### config.mk
export PLATFORM = sky130hd
export DESIGN_NAME = swt_wake_timer
export DESIGN_NICKNAME = d
export VERILOG_FILES = /design/src/hdl/swt_pkg.sv /design/src/hdl/swt_wake_timer.sv
export SDC_FILE = /design/constraint.sdc
export NUM_CORES = 1
export LEC_CHECK = 0
export BUFFER_PORTS_ARGS = -buffer_cell sky130_fd_sc_hd__buf_2
export CAP_MARGIN = 10
export CORE_MARGIN = 2
export CORE_UTILIZATION = 53
export CTS_CLUSTER_SIZE = 20
export DETAILED_ROUTE_END_ITERATION = 10
export GPL_TIMING_DRIVEN = 0
export PLACE_DENSITY = 0.8
export SYNTH_ARGS = -nofsm -noshare
export SYNTH_HDL_FRONTEND = slang
export SYNTH_SLANG_ARGS = --single-unit
### constraint.sdc
create_clock -name clock -period 2.95 [get_ports clock]
set_clock_uncertainty 0.1 [all_clocks]
set_input_delay 0.59 -clock clock [delete_from_list [all_inputs] [get_ports clock]]
set_output_delay 0.59 -clock clock [all_outputs]
set_load 0.02 [all_outputs]
### src/hdl/swt_pkg.sv
/*
  Shared definitions for the self wake-up timer: register indices, field
  positions, reset values, timing constants and the AXI4-Lite carriers.
  Assumes a 100 MHz system clock and a 32-bit AXI4-Lite register bus.
*/
package swt_pkg;

  // Timing
  localparam int unsigned SYS_CLK_HZ = 100_000_000;
  localparam int unsigned LIRC_HZ = 10_000;
  localparam int unsigned LIRC_CYCLES_DFLT = SYS_CLK_HZ / LIRC_HZ;
  localparam int unsigned LIRC_CNT_W = 14;

  //////////////////////////////////////////////////////////////////////////
  // Register map: index, byte address is four times the index
  localparam int unsigned ADDR_W = 12;
  localparam logic [9:0] IDX_RELOAD = 10'h086;
  localparam logic [9:0] IDX_CTRL = 10'h08F;
  localparam logic [9:0] IDX_IRQ_STAT = 10'h090;
  localparam logic [9:0] IDX_IRQ_MASK = 10'h091;

  // Control field positions and reset values
  localparam int unsigned CTRL_PRESC_LSB = 0;
  localparam int unsigned CTRL_RUN_BIT = 3;
  localparam int unsigned CTRL_FLAG_BIT = 4;
  localparam logic [7:0] RELOAD_RST = 8'h00;
  localparam logic [7:0] COUNT_TOP = 8'hFF;
  localparam logic [1:0] RESP_OKAY = 2'h0;
  localparam logic [1:0] RESP_SLVERR = 2'h2;

  //////////////////////////////////////////////////////////////////////////
  // Types
  typedef struct packed {
    logic flag;
    logic run;
    logic [2:0] presc;
  } swt_ctrl_s;

  localparam swt_ctrl_s CTRL_RST = 5'h00;

  typedef struct packed {
    logic awvalid;
    logic [ADDR_W-1:0] awaddr;
    logic wvalid;
    logic [31:0] wdata;
    logic [3:0] wstrb;
    logic bready;
    logic arvalid;
    logic [ADDR_W-1:0] araddr;
    logic rready;
  } swt_axi_req_s;

  typedef struct packed {
    logic awready;
    logic wready;
    logic bvalid;
    logic [1:0] bresp;
    logic arready;
    logic rvalid;
    logic [31:0] rdata;
    logic [1:0] rresp;
  } swt_axi_rsp_s;

  // Terminal prescaler count for a divide setting: 1,4,16,64,256,512,1024,2048
  function automatic logic [10:0] presc_last(input logic [2:0] sel);
    case (sel)
      3'h0: presc_last = 11'h000;
      3'h1: presc_last = 11'h003;
      3'h2: presc_last = 11'h00F;
      3'h3: presc_last = 11'h03F;
      3'h4: presc_last = 11'h0FF;
      3'h5: presc_last = 11'h1FF;
      3'h6: presc_last = 11'h3FF;
      default: presc_last = 11'h7FF;
    endcase
  endfunction

  function automatic logic idx_mapped(input logic [9:0] idx);
    idx_mapped = (idx == IDX_RELOAD) || (idx == IDX_CTRL) ||
                 (idx == IDX_IRQ_STAT) || (idx == IDX_IRQ_MASK);
  endfunction

endpackage

### src/hdl/swt_wake_timer.sv
/*
  Self wake-up timer: 8-bit auto-reload up-counter clocked by a 10 kHz tick,
  with prescaler, overflow flag, interrupt status/mask and AXI4-Lite slave.
  Assumes one 100 MHz clock, synchronous active-low reset, and that power
  mode and oscillator-enable inputs are synchronous to that clock.
*/
// Implementation choice: the AXI4-Lite interface to the registers.
`timescale 1ns/100ps

module swt_wake_timer #(
  parameter int unsigned LIRC_CYCLES = swt_pkg::LIRC_CYCLES_DFLT
) (
  input wire logic clock,
  input wire logic rst_n,
  input wire logic lirc_on,
  input wire logic idle_mode,
  input wire logic power_down_mode,
  input wire swt_pkg::swt_axi_req_s axi_req,
  output swt_pkg::swt_axi_rsp_s axi_rsp,
  output logic wake_irq,
  output logic lirc_hold
);

  // Divider must give at least three system cycles per slow tick
  if (LIRC_CYCLES < 3 || LIRC_CYCLES >= (1 << swt_pkg::LIRC_CNT_W)) begin : g_bad_cycles
    $error("LIRC_CYCLES out of range");
  end

  ////////////////////////////////////////////////////////////////////////////
  // Declarations
  logic [swt_pkg::LIRC_CNT_W-1:0] lirc_cnt_reg;
  logic lirc_tick_reg;
  swt_pkg::swt_ctrl_s ctrl_reg;
  logic [7:0] reload_reg;
  logic [7:0] cnt_reg;
  logic [10:0] pre_reg;
  logic run_d_reg;
  logic stat_reg;
  logic mask_reg;
  logic wake_irq_reg;
  logic lirc_hold_reg;
  logic awready_reg;
  logic wready_reg;
  logic bvalid_reg;
  logic [1:0] bresp_reg;
  logic arready_reg;
  logic rvalid_reg;
  logic [31:0] rdata_reg;
  logic [1:0] rresp_reg;
  logic aw_held_reg;
  logic w_held_reg;
  logic [9:0] wr_idx_reg;
  logic [7:0] wr_data_reg;
  logic wr_strb_reg;
  logic start;
  logic pre_pulse;
  logic overflow;
  logic wr_fire;
  logic wr_ctrl;
  logic wr_reload;
  logic wr_mask;
  logic rd_fire;
  logic [9:0] rd_idx;
  logic [31:0] rd_word;

  ////////////////////////////////////////////////////////////////////////////
  // Slow tick divider; stops while the oscillator is off
  always_ff @(posedge clock) begin
    if (!rst_n) begin
      lirc_cnt_reg <= '0;
      lirc_tick_reg <= 1'b0;
    end else if (!lirc_on) begin
      lirc_cnt_reg <= '0;
      lirc_tick_reg <= 1'b0;
    end else if (lirc_cnt_reg == swt_pkg::LIRC_CNT_W'(LIRC_CYCLES - 1)) begin
      lirc_cnt_reg <= '0;
      lirc_tick_reg <= 1'b1;
    end else begin
      lirc_cnt_reg <= lirc_cnt_reg + 1'b1;
      lirc_tick_reg <= 1'b0;
    end
  end

  ////////////////////////////////////////////////////////////////////////////
  // Timer core events; sleep inputs deliberately play no part here
  assign start = ctrl_reg.run && !run_d_reg;
  assign pre_pulse = ctrl_reg.run && !start && lirc_tick_reg &&
                     (pre_reg == swt_pkg::presc_last(ctrl_reg.presc));
  assign overflow = pre_pulse && (cnt_reg == swt_pkg::COUNT_TOP);

  // Run edge tracking
  always_ff @(posedge clock) begin
    if (!rst_n) begin
      run_d_reg <= 1'b0;
    end else begin
      run_d_reg <= ctrl_reg.run;
    end
  end

  // Prescaler; restart on start so the first period is full length
  always_ff @(posedge clock) begin
    if (!rst_n) begin
      pre_reg <= '0;
    end else if (start || !ctrl_reg.run) begin
      pre_reg <= '0;
    end else if (lirc_tick_reg) begin
      if (pre_reg >= swt_pkg::presc_last(ctrl_reg.presc)) begin
        pre_reg <= '0;
      end else begin
        pre_reg <= pre_reg + 1'b1;
      end
    end
  end

  // Counter: up-count with auto-reload from FF
  always_ff @(posedge clock) begin
    if (!rst_n) begin
      cnt_reg <= '0;
    end else if (start) begin
      cnt_reg <= reload_reg;
    end else if (pre_pulse) begin
      if (overflow) begin
        cnt_reg <= reload_reg;
      end else begin
        cnt_reg <= cnt_reg + 1'b1;
      end
    end
  end

  ////////////////////////////////////////////////////////////////////////////
  // Register writes
  assign wr_fire = aw_held_reg && w_held_reg && !bvalid_reg;
  assign wr_ctrl = wr_fire && wr_strb_reg && (wr_idx_reg == swt_pkg::IDX_CTRL);
  assign wr_reload = wr_fire && wr_strb_reg && (wr_idx_reg == swt_pkg::IDX_RELOAD);
  assign wr_mask = wr_fire && wr_strb_reg && (wr_idx_reg == swt_pkg::IDX_IRQ_MASK);

  // Control: overflow set is applied last so it beats a clearing write
  always_ff @(posedge clock) begin
    if (!rst_n) begin
      ctrl_reg <= swt_pkg::CTRL_RST;
    end else begin
      if (wr_ctrl) begin
        ctrl_reg.presc <= wr_data_reg[swt_pkg::CTRL_PRESC_LSB +: 3];
        ctrl_reg.run <= wr_data_reg[swt_pkg::CTRL_RUN_BIT];
        ctrl_reg.flag <= wr_data_reg[swt_pkg::CTRL_FLAG_BIT];
      end
      if (overflow) begin
        ctrl_reg.flag <= 1'b1;
      end
    end
  end

  // Reload value; a write while running is not blocked, result undefined
  always_ff @(posedge clock) begin
    if (!rst_n) begin
      reload_reg <= swt_pkg::RELOAD_RST;
    end else if (wr_reload) begin
      reload_reg <= wr_data_reg;
    end
  end

  ////////////////////////////////////////////////////////////////////////////
  // Interrupt status (clear on read, set wins) and mask
  always_ff @(posedge clock) begin
    if (!rst_n) begin
      stat_reg <= 1'b0;
      mask_reg <= 1'b0;
    end else begin
      if (rd_fire && rd_idx == swt_pkg::IDX_IRQ_STAT) begin
        stat_reg <= 1'b0;
      end
      if (overflow) begin
        stat_reg <= 1'b1;
      end
      if (wr_mask) begin
        mask_reg <= wr_data_reg[0];
      end
    end
  end

  // Interrupt line and oscillator hold request
  always_ff @(posedge clock) begin
    if (!rst_n) begin
      wake_irq_reg <= 1'b0;
      lirc_hold_reg <= 1'b0;
    end else begin
      wake_irq_reg <= stat_reg && mask_reg;
      lirc_hold_reg <= ctrl_reg.run && (idle_mode || power_down_mode);
    end
  end

  ////////////////////////////////////////////////////////////////////////////
  // AXI4-Lite write channels: address and data taken in either order
  always_ff @(posedge clock) begin
    if (!rst_n) begin
      awready_reg <= 1'b1;
      wready_reg <= 1'b1;
      bvalid_reg <= 1'b0;
      bresp_reg <= swt_pkg::RESP_OKAY;
      aw_held_reg <= 1'b0;
      w_held_reg <= 1'b0;
      wr_idx_reg <= '0;
      wr_data_reg <= '0;
      wr_strb_reg <= 1'b0;
    end else begin
      if (axi_req.awvalid && awready_reg) begin
        aw_held_reg <= 1'b1;
        awready_reg <= 1'b0;
        wr_idx_reg <= axi_req.awaddr[swt_pkg::ADDR_W-1:2];
      end
      if (axi_req.wvalid && wready_reg) begin
        w_held_reg <= 1'b1;
        wready_reg <= 1'b0;
        wr_data_reg <= axi_req.wdata[7:0];
        wr_strb_reg <= axi_req.wstrb[0];
      end
      if (wr_fire) begin
        aw_held_reg <= 1'b0;
        w_held_reg <= 1'b0;
        bvalid_reg <= 1'b1;
        bresp_reg <= swt_pkg::idx_mapped(wr_idx_reg) ? swt_pkg::RESP_OKAY
                                                     : swt_pkg::RESP_SLVERR;
      end
      // Ready returns only after the response, one write at a time
      if (bvalid_reg && axi_req.bready) begin
        bvalid_reg <= 1'b0;
        awready_reg <= 1'b1;
        wready_reg <= 1'b1;
      end
    end
  end

  ////////////////////////////////////////////////////////////////////////////
  // Read data mux; reserved bits read zero
  assign rd_fire = axi_req.arvalid && arready_reg;
  assign rd_idx = axi_req.araddr[swt_pkg::ADDR_W-1:2];

  always_comb begin
    rd_word = 32'h0000_0000;
    case (rd_idx)
      swt_pkg::IDX_RELOAD: rd_word[7:0] = reload_reg;
      swt_pkg::IDX_CTRL: rd_word[4:0] = ctrl_reg;
      swt_pkg::IDX_IRQ_STAT: rd_word[0] = stat_reg;
      swt_pkg::IDX_IRQ_MASK: rd_word[0] = mask_reg;
      default: rd_word = 32'h0000_0000;
    endcase
  end

  // Read channel: data registered one cycle after the address is taken
  always_ff @(posedge clock) begin
    if (!rst_n) begin
      arready_reg <= 1'b1;
      rvalid_reg <= 1'b0;
      rdata_reg <= '0;
      rresp_reg <= swt_pkg::RESP_OKAY;
    end else if (rd_fire) begin
      arready_reg <= 1'b0;
      rvalid_reg <= 1'b1;
      rdata_reg <= rd_word;
      rresp_reg <= swt_pkg::idx_mapped(rd_idx) ? swt_pkg::RESP_OKAY
                                               : swt_pkg::RESP_SLVERR;
    end else if (rvalid_reg && axi_req.rready) begin
      arready_reg <= 1'b1;
      rvalid_reg <= 1'b0;
    end
  end

  // Outputs straight from flops
  assign axi_rsp.awready = awready_reg;
  assign axi_rsp.wready = wready_reg;
  assign axi_rsp.bvalid = bvalid_reg;
  assign axi_rsp.bresp = bresp_reg;
  assign axi_rsp.arready = arready_reg;
  assign axi_rsp.rvalid = rvalid_reg;
  assign axi_rsp.rdata = rdata_reg;
  assign axi_rsp.rresp = rresp_reg;
  assign wake_irq = wake_irq_reg;
  assign lirc_hold = lirc_hold_reg;

  ////////////////////////////////////////////////////////////////////////////
  // Checks
  property p_count_step;
    @(posedge clock) disable iff (!rst_n)
    pre_pulse && !overflow |=> cnt_reg == 8'($past(cnt_reg) + 8'h01);
  endproperty
  a_count_step: assert property (p_count_step) else $error("count step wrong");

  property p_reload;
    @(posedge clock) disable iff (!rst_n)
    overflow |=> (cnt_reg == $past(reload_reg)) && ctrl_reg.flag;
  endproperty
  a_reload: assert property (p_reload) else $error("overflow reload wrong");

  property p_flag_hold;
    @(posedge clock) disable iff (!rst_n)
    ctrl_reg.flag && !(wr_ctrl && !wr_data_reg[swt_pkg::CTRL_FLAG_BIT]) |=> ctrl_reg.flag;
  endproperty
  a_flag_hold: assert property (p_flag_hold) else $error("flag dropped");

  property p_halt;
    @(posedge clock) disable iff (!rst_n)
    !ctrl_reg.run |=> $stable(cnt_reg);
  endproperty
  a_halt: assert property (p_halt) else $error("counter moved while halted");

  property p_div_one;
    @(posedge clock) disable iff (!rst_n)
    ctrl_reg.run && !start && lirc_tick_reg && ctrl_reg.presc == 3'h0 |-> pre_pulse;
  endproperty
  a_div_one: assert property (p_div_one) else $error("divide by one missed");

  property p_div_four;
    @(posedge clock) disable iff (!rst_n)
    ctrl_reg.run && !start && lirc_tick_reg && ctrl_reg.presc == 3'h1 && pre_reg < 11'h003
      |-> !pre_pulse ##1 pre_reg == 11'($past(pre_reg) + 11'h001);
  endproperty
  a_div_four: assert property (p_div_four) else $error("divide by four wrong");

  property p_irq;
    @(posedge clock) disable iff (!rst_n)
    overflow ##1 mask_reg |=> wake_irq;
  endproperty
  a_irq: assert property (p_irq) else $error("interrupt not raised");

  property p_reset_zero;
    @(posedge clock) disable iff (!rst_n)
    $rose(rst_n) |-> ctrl_reg == swt_pkg::CTRL_RST && !wake_irq;
  endproperty
  a_reset_zero: assert property (p_reset_zero) else $error("control not zero");

  property p_start;
    @(posedge clock) disable iff (!rst_n)
    start |=> cnt_reg == $past(reload_reg) && pre_reg == 11'h000;
  endproperty
  a_start: assert property (p_start) else $error("start load wrong");

  property p_sleep_count;
    @(posedge clock) disable iff (!rst_n)
    pre_pulse && !overflow && power_down_mode |=> cnt_reg != $past(cnt_reg);
  endproperty
  a_sleep_count: assert property (p_sleep_count) else $error("halted in sleep");

  property p_hold;
    @(posedge clock) disable iff (!rst_n)
    ctrl_reg.run && (idle_mode || power_down_mode) |=> lirc_hold;
  endproperty
  a_hold: assert property (p_hold) else $error("oscillator hold missing");

endmodule // swt_wake_timer

==> results by group <==
Clocking
  • Clock Latency Late Sink: 360 ps
  • Post-CTS sizing: 0
  • Sink Count: 88
  • Cts bufs inserted: 9
  • Clock tree root driver cell: clkbuf_8
  • Clk pin slew, worst setup/hold paths: 90 ps
  • H-tree depth: 3
  • CTS tree: built
  • Clk buf depth: 2

Critical path
  • Critical path peak fanout: 9
  • CP Launch Type: flip-flop
  • CP endpoint kind: flip-flop
  • Worst Path Required: 3130 ps
  • CP Class: reg -> reg
  • Worst EP arrival: 2880 ps

Yosys
  • Synth Cell Area: 4200 um^2
  • Synth Register Bits: 88
  • Ys Warns: 0
  • Synth Flop Type: dfxtp_1
  • Yosys top cell area share: 0.4194
  • Top cell type by total area after synthesis: dfxtp_1
  • Commonest cells post-synth: 88 x dfxtp_1, 74 x nand2_1, 49 x nor2_1, 45 x a21oi_1, 32 x buf_4
  • Most frequent cell after synthesis: dfxtp_1
  • Distinct cells, synth: 54
  • Top cells by area, synth: dfxtp_1 42%, nand2_1 6.6%, buf_4 5.7%
  • Ys async rst share: 0
  • Avg Cell Area, Syn: 8.384 um^2
  • EDFF count, synth: 0
  • Seq/Total Area, Yosys: 0.4194
  • Syn Inst Count: 501

Detailed routing
  • Vias per cell: 5.297
  • Vias: 3,708
  • Drt pass-1 iters: 4
  • Routed WL: 9166 um
  • DR iter-0 viols: 163
  • Antenna Nets Post-Route: 0
  • DR DRC count: 0
  • Wire per inst: 13.09 um

Global routing
  • Met3 Resource Use GR: 0.05157
  • Met1 GRT Util: 0.2802
  • Tot GR Track Use: 0.2313
  • Initial antenna violation count: 0
  • First-pass GRT wire length: 16,180 um
  • Met2 Use GR: 0.3961
  • Busiest grt layer: met2
  • Remaining Overflow, GRT: 0
  • Number of global-route vias before repair: 3,618
  • Largest net degree at the start of global routing: 18

Power
  • Power Density: 472.7 nW/um^2
  • Peak VDD IR: 0.3414 mV
  • Total power: 0.002323 W
  • Leakage: 2.082 nW

Timing
  • Total negative slack: 0 ps
  • Fin crit share: 0.9146
  • RSZ-0062 raised after global routing: no
  • FMAX: 370.6 MHz
  • Setup-failing EPs final: 0
  • Slew HR: 0.4248
  • Final Hold Vio Count: 0
  • WHS: 317.2 ps
  • Final slew viol count: 0
  • Worst-Margin Slew: 854.9 ps
  • Fin crit period: 2698 ps

Placed design
  • Placed Cells: 683
  • DP Wirelength: 6829 um
  • Port-buffer cells: 55
  • RD Place Congestion: 0.9672

Finish
  • Max reg flops: 14
  • Non-filler cells, final: 700
  • Nets: 677
  • Layout cells sized above 1: 0.1957
  • Area grow syn2layout: 17.01%
  • Antenna cell count: 0
  • Filler Cells Inserted: 662

Floorplan
  • I/O Pins: 113
  • Die area: 8653 um^2
  • Initial Util: 0.5464
  • Site row count: 32
  • Die Y: 93.02 um
  • Core area: 7687 um^2
  • Die Width: 93.02 um

Run status
  • Status: completed

Min path
  • HP Class: in -> reg

Job
  • Max Cap Violations: 0
## layout by cell type, fill, tap and decap left out, types with 9 or more instances in the layout
cell type	instances
dfxtp_1	88
nand2_1	74
buf_2	59
nor2_1	49
a21oi_1	45
buf_4	33
conb_1	26
nand3_1	17
o21ai_0	16
xor2_1	15
nand4_1	14
nor3_1	14
mux2i_1	14
ha_1	14
clkbuf_1	11
inv_1	10
clkbuf_8	9
## critical path: stages, from the launching register on
cell and delay [ps]:
dfxtp_1 300, clkbuf_1 190, or3_1 380, ha_1 310, nand4_1 150, nor4_4 300
buf_4 190, nand2_1 70, or4_1 470, a31oi_1 170
## power breakdown
group / switching [W] / internal [W]
clock network: 0.000465 / 0.000410
logic: 0.000127 / 0.0000841
registers: 0.0000212 / 0.00122
## repair_timing
action                                  4_1_cts  5_1_grt
endpoints found under the setup margin        0        3
hold buffers                                  0        0
buffers inserted                              0        1
## per-stage QoR
step | cell area (um^2) | worst slack (ps) | utilization
after CTS | 4907 | 189.5 | 0.6383
after global routing | 4915 | 120.8 | 0.6393
final | 4915 | 252.0 | 0.6393
after detailed placement | 4697 | 204.9 | 0.6110
after global placement | 4697 | 287.0 | 0.6110
after floorplan | 4294 | 573.2 | -
## worst paths after layout
| check | endpoint | from | cells past startpoint | slack (ps) |
|---|---|---|---|---|
| worst max register to register | cnt_reg[7]$_SDFFE_PN0P_ | ctrl_reg[2]$_SDFFE_PN0P_ | 9 | 250 |
| worst max-delay path | cnt_reg[7]$_SDFFE_PN0P_ | ctrl_reg[2]$_SDFFE_PN0P_ | 9 | 250 |
| worst min register to register | rdata_reg[7]$_SDFFE_PN0P_ | rdata_reg[7]$_SDFFE_PN0P_ | 2 | 350 |
| worst min-delay path | lirc_hold$_SDFF_PN0_ | idle_mode | 2 | 320 |
## metal layers
metal	vias up	routed length, um	part of all wire
li1	1882	-	-
met1	1686	4069	0.44
met2	118	4406	0.48
met3	22	463	0.051
met4	0	227	0.025
met5	-	0	0
## layout make-up
| type | count | area (um^2) | area share |
|---|---|---|---|
| clock buffers | 9 | 123.9 | 0.02520 |
| plain buffers | 48 | 305.3 | 0.06212 |
| multi-input cells | 379 | 2186 | 0.4448 |
| clock inverters | 7 | 86.33 | 0.01757 |
| well taps | 102 | 127.6 | 0.02597 |
| inverters | 11 | 41.29 | 0.008401 |
| repair buffers | 56 | 282.8 | 0.05754 |
| flip-flops and latches | 88 | 1762 | 0.3585 |
## cell families after synthesis
logic type / share of synthesized area
simple gates: 0.2464
fa+ha+maj: 0.04170
buf+inv: 0.08251
flops: 0.4194
other cells: 0.0008928
compound gates: 0.1299
xor+xnor: 0.04588
mux: 0.03336
No activity file was read; power rests on OpenSTA's default activity.
